==> src/verilog/ppm_consts.svh <==
// Constants for the power-mode control block: offsets, fields, defaults, counts.
// Behaviour
// - Power-saving enabled by 1Fh bit 10; active only with autoneg on and no link.
// - Power-saving switches off all blocks except transmitter, energy detector and PLL.
// - Power-saving is off after power-up.
// - Energy-detect power-down enabled by clearing 18h bit 11; needs autoneg, no link.
// - With 10h bit 4 set, PLL turns off during energy-detect power-down.
// - Energy-detect power-down keeps sending periodic link pulses.
// - Energy-detect power-down is disabled after power-up.
// - Setting 0h bit 11 enters power-down.
// - Power-down disables everything except the management register interface.
// - Clearing 0h bit 11 leaves power-down.
// - Setting 11h bit 5 selects the on-chip slow oscillator instead of crystal_input.
// - Slow oscillator plus power-down gives lowest power, management still works.
// - Mode bits live in a 32-entry register space reached by the controller.
`ifndef PPM_CONSTS_SVH
`define PPM_CONSTS_SVH

// ----------------------------------------------------------------------------
// Register indices; byte address is four times the index.
// ----------------------------------------------------------------------------
`define PPM_IDX_BASIC_CTRL   5'h00
`define PPM_IDX_DIGI_CTRL    5'h10
`define PPM_IDX_AFE_CTRL     5'h11
`define PPM_IDX_EXT_CTRL     5'h18
`define PPM_IDX_MODE_STATUS  5'h19
`define PPM_IDX_PHY_CTRL2    5'h1f

// ----------------------------------------------------------------------------
// Field positions.
// ----------------------------------------------------------------------------
`define PPM_BIT_SOFT_RESET   15
`define PPM_BIT_AUTONEG_EN   12
`define PPM_BIT_POWER_DOWN   11
`define PPM_BIT_PLL_AUTO_OFF 4
`define PPM_BIT_SLOW_OSC     5
`define PPM_BIT_ENERGY_DETECT_POWER_DOWN_DIS     11
`define PPM_BIT_POWER_SAVE   10

// ----------------------------------------------------------------------------
// Reset values and timing counts.
// ----------------------------------------------------------------------------
`define PPM_RST_AUTONEG_EN   1'b1
`define PPM_RST_ENERGY_DETECT_POWER_DOWN_DIS     1'b1
`define PPM_RST_POWER_SAVE   1'b0
`define PPM_SRST_CYCLES      8'h10
`define PPM_PULSE_CYCLES     32'h001e_8480

`endif

==> src/verilog/ppm_pkg.sv <==
// Types shared by the power-mode control block.
package ppm_pkg;

  typedef enum logic [0:0] {
    PPM_RUN,
    PPM_SRESET
  } ppm_phase_type;

  typedef struct packed {
    ppm_phase_type phase;
    logic          autoneg_en;
    logic          power_down;
    logic          soft_reset;
    logic          pll_auto_off;
    logic          slow_osc;
    logic          energy_detect_power_down_dis;
    logic          power_save;
    logic          link_meta;
    logic          link_sync;
    logic [7:0]    srst_cnt;
    logic [31:0]   pulse_cnt;
    logic          pulse;
    logic          ack;
    logic [15:0]   rdata;
    logic          rx_en;
    logic          tx_en;
    logic          edet_en;
    logic          pll_en;
  } ppm_state_type;

endpackage

==> src/verilog/ppm_power_mode_ctrl.sv <==
// Power-mode controller with a classic Wishbone register slave.
//
// Our own choices: the Wishbone register port and the register addresses.
`timescale 1ns/1ps
`default_nettype none
`include "ppm_consts.svh"

module ppm_power_mode_ctrl #(
  parameter logic [31:0] PULSE_CYCLES = `PPM_PULSE_CYCLES
) (
  input  wire logic        clk_i,
  input  wire logic        rst_i,
  input  wire logic        wb_cyc_i,
  input  wire logic        wb_stb_i,
  input  wire logic        wb_we_i,
  input  wire logic [6:0]  wb_adr_i,
  input  wire logic [3:0]  wb_sel_i,
  input  wire logic [31:0] wb_dat_i,
  output logic      [31:0] wb_dat_o,
  output logic             wb_ack_o,
  input  wire logic        link_up_i,
  output logic             rx_blocks_en_o,
  output logic             tx_en_o,
  output logic             energy_det_en_o,
  output logic             pll_en_o,
  output logic             slow_osc_sel_o,
  output logic             link_pulse_o,
  output logic             soft_reset_o
);

  ppm_pkg::ppm_state_type state_reg;
  ppm_pkg::ppm_state_type state_next;

  logic       req;
  logic       wr;
  logic [4:0] idx;
  logic       an_nolink;
  logic       energy_detect_power_down_act;
  logic       psave_act;
  logic       srst_wr;

  assign req = wb_cyc_i && wb_stb_i && !state_reg.ack;
  assign wr  = req && wb_we_i;
  assign idx = wb_adr_i[6:2];
  assign srst_wr = wr && idx == `PPM_IDX_BASIC_CTRL && wb_sel_i[1]
                   && wb_dat_i[`PPM_BIT_SOFT_RESET];

  // --------------------------------------------------------------------------
  // Mode resolution.
  // --------------------------------------------------------------------------
  assign an_nolink = state_reg.autoneg_en && !state_reg.link_sync;
  assign energy_detect_power_down_act  = !state_reg.energy_detect_power_down_dis && an_nolink;
  assign psave_act = state_reg.power_save && an_nolink;

  always_comb begin
    state_next           = state_reg;
    state_next.link_meta = link_up_i;
    state_next.link_sync = state_reg.link_meta;
    state_next.ack       = req;
    state_next.pulse     = 1'b0;

    // ----------------------------------------------------------------------
    // Register writes; each field lives in the byte lane that holds it.
    // ----------------------------------------------------------------------
    if (wr && idx == `PPM_IDX_BASIC_CTRL) begin
      if (wb_sel_i[1]) begin
        state_next.autoneg_en = wb_dat_i[`PPM_BIT_AUTONEG_EN];
        state_next.power_down = wb_dat_i[`PPM_BIT_POWER_DOWN];
        if (wb_dat_i[`PPM_BIT_SOFT_RESET]) begin
          state_next.soft_reset = 1'b1;
          state_next.phase      = ppm_pkg::PPM_SRESET;
          state_next.srst_cnt   = `PPM_SRST_CYCLES;
        end
      end
    end else if (wr && idx == `PPM_IDX_DIGI_CTRL) begin
      if (wb_sel_i[0]) begin
        state_next.pll_auto_off = wb_dat_i[`PPM_BIT_PLL_AUTO_OFF];
      end
    end else if (wr && idx == `PPM_IDX_AFE_CTRL) begin
      if (wb_sel_i[0]) begin
        state_next.slow_osc = wb_dat_i[`PPM_BIT_SLOW_OSC];
      end
    end else if (wr && idx == `PPM_IDX_EXT_CTRL) begin
      if (wb_sel_i[1]) begin
        state_next.energy_detect_power_down_dis = wb_dat_i[`PPM_BIT_ENERGY_DETECT_POWER_DOWN_DIS];
      end
    end else if (wr && idx == `PPM_IDX_PHY_CTRL2) begin
      if (wb_sel_i[1]) begin
        state_next.power_save = wb_dat_i[`PPM_BIT_POWER_SAVE];
      end
    end

    // ----------------------------------------------------------------------
    // Read data; unmapped indices read as zero.
    // ----------------------------------------------------------------------
    state_next.rdata = 16'h0000;
    if (idx == `PPM_IDX_BASIC_CTRL) begin
      state_next.rdata[`PPM_BIT_SOFT_RESET] = state_reg.soft_reset;
      state_next.rdata[`PPM_BIT_AUTONEG_EN] = state_reg.autoneg_en;
      state_next.rdata[`PPM_BIT_POWER_DOWN] = state_reg.power_down;
    end else if (idx == `PPM_IDX_DIGI_CTRL) begin
      state_next.rdata[`PPM_BIT_PLL_AUTO_OFF] = state_reg.pll_auto_off;
    end else if (idx == `PPM_IDX_AFE_CTRL) begin
      state_next.rdata[`PPM_BIT_SLOW_OSC] = state_reg.slow_osc;
    end else if (idx == `PPM_IDX_EXT_CTRL) begin
      state_next.rdata[`PPM_BIT_ENERGY_DETECT_POWER_DOWN_DIS] = state_reg.energy_detect_power_down_dis;
    end else if (idx == `PPM_IDX_MODE_STATUS) begin
      state_next.rdata[5:0] = {state_reg.phase == ppm_pkg::PPM_SRESET,
                               state_reg.slow_osc, state_reg.power_down,
                               energy_detect_power_down_act, psave_act, state_reg.link_sync};
    end else if (idx == `PPM_IDX_PHY_CTRL2) begin
      state_next.rdata[`PPM_BIT_POWER_SAVE] = state_reg.power_save;
    end

    // ----------------------------------------------------------------------
    // Software reset sequence; the bit clears itself when the count ends.
    // ----------------------------------------------------------------------
    case (state_reg.phase)
      ppm_pkg::PPM_RUN: begin
      end
      ppm_pkg::PPM_SRESET: begin
        if (state_reg.srst_cnt == 8'h00) begin
          state_next.phase        = ppm_pkg::PPM_RUN;
          state_next.soft_reset   = 1'b0;
          state_next.autoneg_en   = `PPM_RST_AUTONEG_EN;
          state_next.power_down   = 1'b0;
          state_next.pll_auto_off = 1'b0;
          state_next.slow_osc     = 1'b0;
          state_next.energy_detect_power_down_dis     = `PPM_RST_ENERGY_DETECT_POWER_DOWN_DIS;
          state_next.power_save   = `PPM_RST_POWER_SAVE;
        end else begin
          state_next.srst_cnt = state_reg.srst_cnt - 8'h01;
        end
      end
      default: begin
        state_next.phase = ppm_pkg::PPM_RUN;
      end
    endcase

    // A new request in the cycle that the old reset ends restarts the count,
    // so the set is never lost to the self-clear.
    if (srst_wr) begin
      state_next.soft_reset = 1'b1;
      state_next.phase      = ppm_pkg::PPM_SRESET;
      state_next.srst_cnt   = `PPM_SRST_CYCLES;
    end

    // ----------------------------------------------------------------------
    // Periodic link pulses while waiting in energy-detect power-down.
    // ----------------------------------------------------------------------
    if (energy_detect_power_down_act && !state_reg.power_down) begin
      if (state_reg.pulse_cnt >= PULSE_CYCLES - 32'h1) begin
        state_next.pulse_cnt = 32'h0;
        state_next.pulse     = 1'b1;
      end else begin
        state_next.pulse_cnt = state_reg.pulse_cnt + 32'h1;
      end
    end else begin
      state_next.pulse_cnt = 32'h0;
    end

    // ----------------------------------------------------------------------
    // Sub-block enables; power-down wins over every other mode.
    // ----------------------------------------------------------------------
    state_next.rx_en   = 1'b1;
    state_next.tx_en   = 1'b1;
    state_next.edet_en = 1'b1;
    state_next.pll_en  = 1'b1;
    if (state_reg.power_down) begin
      state_next.rx_en   = 1'b0;
      state_next.tx_en   = 1'b0;
      state_next.edet_en = 1'b0;
      state_next.pll_en  = 1'b0;
    end else if (energy_detect_power_down_act) begin
      state_next.rx_en  = 1'b0;
      state_next.pll_en = !state_reg.pll_auto_off;
    end else if (psave_act) begin
      state_next.rx_en = 1'b0;
    end
  end

  // --------------------------------------------------------------------------
  // State register.
  // --------------------------------------------------------------------------
  always_ff @(posedge clk_i) begin
    if (rst_i) begin
      state_reg              <= '0;
      state_reg.phase        <= ppm_pkg::PPM_RUN;
      state_reg.autoneg_en   <= `PPM_RST_AUTONEG_EN;
      state_reg.energy_detect_power_down_dis     <= `PPM_RST_ENERGY_DETECT_POWER_DOWN_DIS;
      state_reg.power_save   <= `PPM_RST_POWER_SAVE;
      state_reg.rx_en        <= 1'b1;
      state_reg.tx_en        <= 1'b1;
      state_reg.edet_en      <= 1'b1;
      state_reg.pll_en       <= 1'b1;
    end else begin
      state_reg <= state_next;
    end
  end

  // --------------------------------------------------------------------------
  // Outputs.
  // --------------------------------------------------------------------------
  assign wb_ack_o        = state_reg.ack;
  assign wb_dat_o        = {16'h0000, state_reg.rdata};
  assign rx_blocks_en_o  = state_reg.rx_en;
  assign tx_en_o         = state_reg.tx_en;
  assign energy_det_en_o = state_reg.edet_en;
  assign pll_en_o        = state_reg.pll_en;
  assign slow_osc_sel_o  = state_reg.slow_osc;
  assign link_pulse_o    = state_reg.pulse;
  assign soft_reset_o    = state_reg.soft_reset;
endmodule
`default_nettype wire

==> config.mk <==
export PLATFORM = sky130hd
export DESIGN_NAME = ppm_power_mode_ctrl
export DESIGN_NICKNAME = d
export VERILOG_FILES = /design/src/verilog/ppm_pkg.sv /design/src/verilog/ppm_power_mode_ctrl.sv
export VERILOG_INCLUDE_DIRS = /design/src /design/src/verilog
export SDC_FILE = /design/constraint.sdc
export NUM_CORES = 1
export LEC_CHECK = 0
export ABC_AREA = 1
export ABC_CLOCK_PERIOD_IN_PS = 1600
export BUFFER_PORTS_ARGS = -buffer_cell sky130_fd_sc_hd__buf_2
export CAP_MARGIN = 30
export CORE_MARGIN = 2
export CORE_UTILIZATION = 47
export DETAILED_ROUTE_END_ITERATION = 8
export GPL_TIMING_DRIVEN = 0
export PLACE_DENSITY = 0.8
export SYNTH_ARGS = -nofsm -noshare
export SYNTH_HDL_FRONTEND = slang
export SYNTH_SLANG_ARGS = --single-unit
==> constraint.sdc <==
create_clock -name clk_i -period 1.6 [get_ports clk_i]
set_clock_uncertainty 0.2 [all_clocks]
set_input_delay 0.48 -clock clk_i [delete_from_list [all_inputs] [get_ports clk_i]]
set_output_delay 0.48 -clock clk_i [all_outputs]
set_load 0.005 [all_outputs]
== Word-level counts from Yosys, hierarchy flattened ==
Cells that the tools add are included.
Cells by class
  add/subtract/negate cells: 2
  order comparisons: 1
  equality and inequality tests: 5
  multiplexer cells: 45
  bitwise gates (word level): 4
  reductions and logical operators: 29
Operators by type and width (number)
  8-bit 2-to-1 mux: 7
  32-bit by 1-bit adder with 32-bit output (second input constant): 1
  32-bit by 21-bit >= comparator with 1-bit output (second input constant): 1
  1-bit 2-to-1 mux: 26
  5-bit equality test (second input constant): 5
  1-bit logical AND: 14
  4-bit 2-to-1 mux: 3
  6-bit 2-to-1 mux: 2
  5-bit 2-to-1 mux: 2
  8-bit zero test: 1
  2-bit 2-to-1 mux: 4
  2-bit OR reduction: 4
  8-bit by 1-bit subtractor with 8-bit output (second input constant): 1
  7-bit OR reduction: 1
  3-bit OR reduction: 2
  6-bit OR reduction: 1
  1-bit zero test: 5
  5-bit zero test: 1
  1-bit NOT: 4
  3-bit 2-to-1 mux: 1
Word-level totals
  register bits: 72
  logic and storage cells: 112

== Longest topological paths before layout ==
  word-level depth: 12
  gate-level depth with buffers: 11
  depth with buffers taken out: 10

== Worst setup path before layout ==
Ideal clock, no wire load.
  kind: flip-flop to flip-flop
  start: register state_reg[22] (netlist name)
  end: register state_reg[35] (netlist name)
  setup time: 0.117 ns
  arrival time: 1.234 ns
  slack: 0.049 ns
  cell stages (with the launch flop): 12
  buffers on the path: 1
  cells stage by stage: dfxtp_1 > ha_1 > nand2_1 > nor2_2 > nand2_1 > nand2_1 > nand2_1 > nand2_1 > nand2_1 > nand3_2 > buf_6 > nor2_1
On the way
  word-level cells in the longest chain between the ends: 2
  elaborated cells between the ends (all ways): 3
Ends and longest elaborated chain
  start, declared: RTL line ppm_power_mode_ctrl.sv:31  | ppm_pkg::ppm_state_type state_reg;
  start signal, assigned: RTL line ppm_power_mode_ctrl.sv:197  | state_reg <= state_next;
  32-bit by 21-bit >= comparator with 1-bit output: RTL line ppm_power_mode_ctrl.sv:152  | if (state_reg.pulse_cnt >= PULSE_CYCLES - 32'h1) begin
  3-bit OR reduction (no source line)
Several ways; a longest one is shown, not always the timed one.
A chain may end at the register's enable or synchronous reset.

== Worst setup path in the final report ==
  start: register state_reg[23] (netlist name)
  end: register state_reg[24] (netlist name)
The elaborated chain is that of the path after synthesis.

==> impl_metrics.tcl <==
set metrics [dict create \
    ant_nets 0 \
    worstPathCellList "ha_4, nand2_4, nor2_4, nand2_1, nand2_1, nand2_1, nand2_1, nand2_2, nand3_4, buf_6, nor2_1" \
    fill_cells 533 \
    finalCritPeriodShare 1.01 \
    fin_ws_ns -0.0186 \
    ys_types 38 \
    critical_path_class "flip-flop to flip-flop" \
    nets 545 \
    ctsHtreeMaxLevel 3 \
    crit_path_start_kind "flip-flop" \
    pwr_density_cell_nw_per_um2 813 \
    cts_buffers 9 \
    whs_path_depth 3 \
    layout.cells.non_filler 575 \
    num_vias 2696 \
    most-common-layout-cells "nand2_1, dfxtp_1, nor2_1, buf_4, inv_1" \
    wirelength_um 6390 \
    cts.path.max_buffers 2 \
    critical_path.max_stage_delay_ns 0.35 \
    cts.reportedPaths.clkPinSlew_ns 0.06 \
    gp_congestion 0.906 \
    gr-usage-all-layers 0.183 \
    die_y_um 85.1 \
    pin_count 89 \
    die-area_um2 7240 \
    syn_area_per_cell_um2 7.71 \
    core_um2 6350 \
    failed_checks "negative setup slack" \
    r2r-start "state_reg[23]$_SDFF_PP0_" \
    reg2reg_depth 11 \
    rows 29 \
    cellLeakagePower_nw 1.78 \
    critPathBufInv 1 \
    start_util 0.487 \
    irDropWorstVdd_uv 628 \
    worstHoldStart "link_up_i" \
    portBuffers 35 \
    crit_required_ns 1.63 \
    hold_end "state_next[62]$_SDFF_PP0_" \
    worstSkewPairLatency_ns 0.34 \
    finalCoreUtilization 0.624 \
    setup_violations 17 \
    synthCells 401 \
    dr.pass1.iters 4 \
    path_delay_family "simple AND/OR/NAND/NOR gates" \
    slew_viol_final 0 \
    wire_per_inst_um 11.1 \
    cp_num_cells 11 \
    drive_gt1_frac 0.331 \
    slowest_stage "dfxtp_2" \
    syn_to_final_growth_pct 28.1 \
    syn_area_um2 3090 \
    yosysWarnings 0 \
    maxCapViolations 0 \
    cp.arrival_ns 1.65 \
    cts-root-buf "clkbuf_8" \
    layout_commonest_cell "nand2_1" \
    cts_sinks 65 \
    crit_fanout 5 \
    hpwl_um 4480 \
    largest_reg_flops 47 \
    grt_pass1_wl_um 10700 \
    grt_pass1_vias 2566 \
    grt_max_degree 11 \
    fmax_mhz 618 \
    pre_cts_ws_ns -0.281 \
    end_kind "flip-flop" \
    rsz0062_at_grt "yes" \
    reg2reg_slack_ns -0.02 \
    cts_tree "built" \
    die_w_um 85.1 \
    antenna_found_initial 0 \
    reg2reg_to "state_reg[24]$_SDFF_PP0_" \
    total_power_w 0.00322 \
    critPathMostFrequentCell "nand2_1" \
    dp.cells 545 \
    hp-class "input port to flip-flop" \
    drtIter0Drc 83 \
    ys_ff_latch 65 \
    route.detailed.drc 0 \
    run_status "finished, violations left" \
    hold_viol_final 0 \
    post_drt_via_cell_ratio 4.69 \
    grt-ovfl-total 0 \
    diodes 0 \
    yosysSeqAreaShare 0.421 \
    period_minus_slack_ns 1.62 \
]
==> worst max-delay path by stage <==
| stage | startpoint | endpoint | slack, ns |
|---|---|---|---|
| 2_1_floorplan | state_reg[22]$_SDFF_PP0_ | state_reg[35]$_SDFF_PP0_ | 0.05 |
| 3_3_place_gp | wb_adr_i[2] | state_reg[59]$_SDFF_PP0_ | -0.25 |
| 3_5_place_dp | wb_adr_i[2] | state_reg[59]$_SDFF_PP0_ | -0.28 |
| 4_1_cts | state_reg[23]$_SDFF_PP0_ | state_reg[35]$_SDFF_PP0_ | -0.004 |
| 5_1_grt | state_reg[27]$_SDFF_PP0_ | state_reg[37]$_SDFF_PP0_ | -0.14 |
| 6_report | state_reg[23]$_SDFF_PP0_ | state_reg[24]$_SDFF_PP0_ | -0.02 |
==> cell usage after synthesis (all sizes together) <==
| library cell | instances | area share |
|---|---|---|
| nor3 | 9 | 0.021 |
| conb | 1 | 0.0012 |
| nand2 | 74 | 0.10 |
| ha | 3 | 0.012 |
| clkinv | 1 | 0.0012 |
| nor4 | 1 | 0.0020 |
| a31oi | 1 | 0.0020 |
| xnor2 | 4 | 0.011 |
| o21bai | 3 | 0.0085 |
| nand4 | 13 | 0.026 |
| nand3b | 1 | 0.0065 |
| xor2 | 9 | 0.026 |
| nand3 | 26 | 0.049 |
| o31ai | 1 | 0.0024 |
| o21ai | 14 | 0.023 |
| inv | 43 | 0.052 |
| o211a | 1 | 0.0032 |
| dfxtp | 65 | 0.42 |
| o211ai | 2 | 0.0049 |
| buf | 36 | 0.089 |
| o22ai | 2 | 0.0040 |
| or2 | 1 | 0.0020 |
| a21oi | 13 | 0.022 |
| nor2 | 77 | 0.11 |
==> stage by stage <==
stage,instance area (um2),hold WS [ns],TNS (ns)
2_1_floorplan,3210,0.188,0
3_3_place_gp,3480,0.200,-4.42
3_5_place_dp,3480,0.196,-5.76
4_1_cts,3850,0.135,-0.00640
5_1_grt,3960,0.145,-2.75
6_report,3960,0.154,-0.159
==> timing repair <==
item                                    4_1_cts  5_1_grt
endpoints found under the setup margin       29       39
buffers inserted                             11        2
pin swaps                                     5        3
cloned                                        2        0
hold buffers                                  0        0
resized for setup                            18       35
==> kinds of logic (layout without fill, tap and decap cells) <==
kind of cell             count (synthesis)  in the layout  share of synthesized area
buffers and inverters                   80            145                      0.143
adder cells (fa/ha/maj)                  3              3                     0.0121
AND/OR/NAND/NOR                        202            202                      0.316
flip-flops                              65             65                      0.421
XOR/XNOR                                13             13                     0.0368
AO/OA/AOI/OAI                           37             37                     0.0700
other                                    1             33                    0.00121
==> metal layers <==
metal  global-route usage  share of wire  up-vias
li1                     -              -     1395
met1                0.207           0.42     1223
met2                0.320           0.52       69
met3               0.0642          0.054        9
met4               0.0606          0.011        0
met5                    0              0        -
==> worst register-to-register path: stages (launching register included) <==
cell	delay, ns
dfxtp_2	0.35
ha_4	0.15
nand2_4	0.07
nor2_4	0.10
nand2_1	0.08
nand2_1	0.07
nand2_1	0.06
nand2_1	0.07
nand2_2	0.07
nand3_4	0.11
buf_6	0.14
nor2_1	0.04
==> power by group <==
part | leakage [nW] | internal [W] | switching [W]
logic | 1.14 | 0.0000703 | 0.0000750
registers | 0.533 | 0.00164 | 0.00000672
clock network | 0.107 | 0.000846 | 0.000584
total | 1.78 | 0.00255 | 0.000665
==> area by class of cell <==
class	instances	area, um2	share of cell area
Clock inverter	2	35.0	0.00885
Buffer	35	268	0.0676
Timing Repair Buffer	50	308	0.0777
Multi-Input combinational cell	288	1600	0.404
Tap cell	77	96.3	0.0243
Inverter	44	165	0.0417
Sequential cell	65	1310	0.332
Clock buffer	14	173	0.0436
Power figures use the tool's default switching activity.
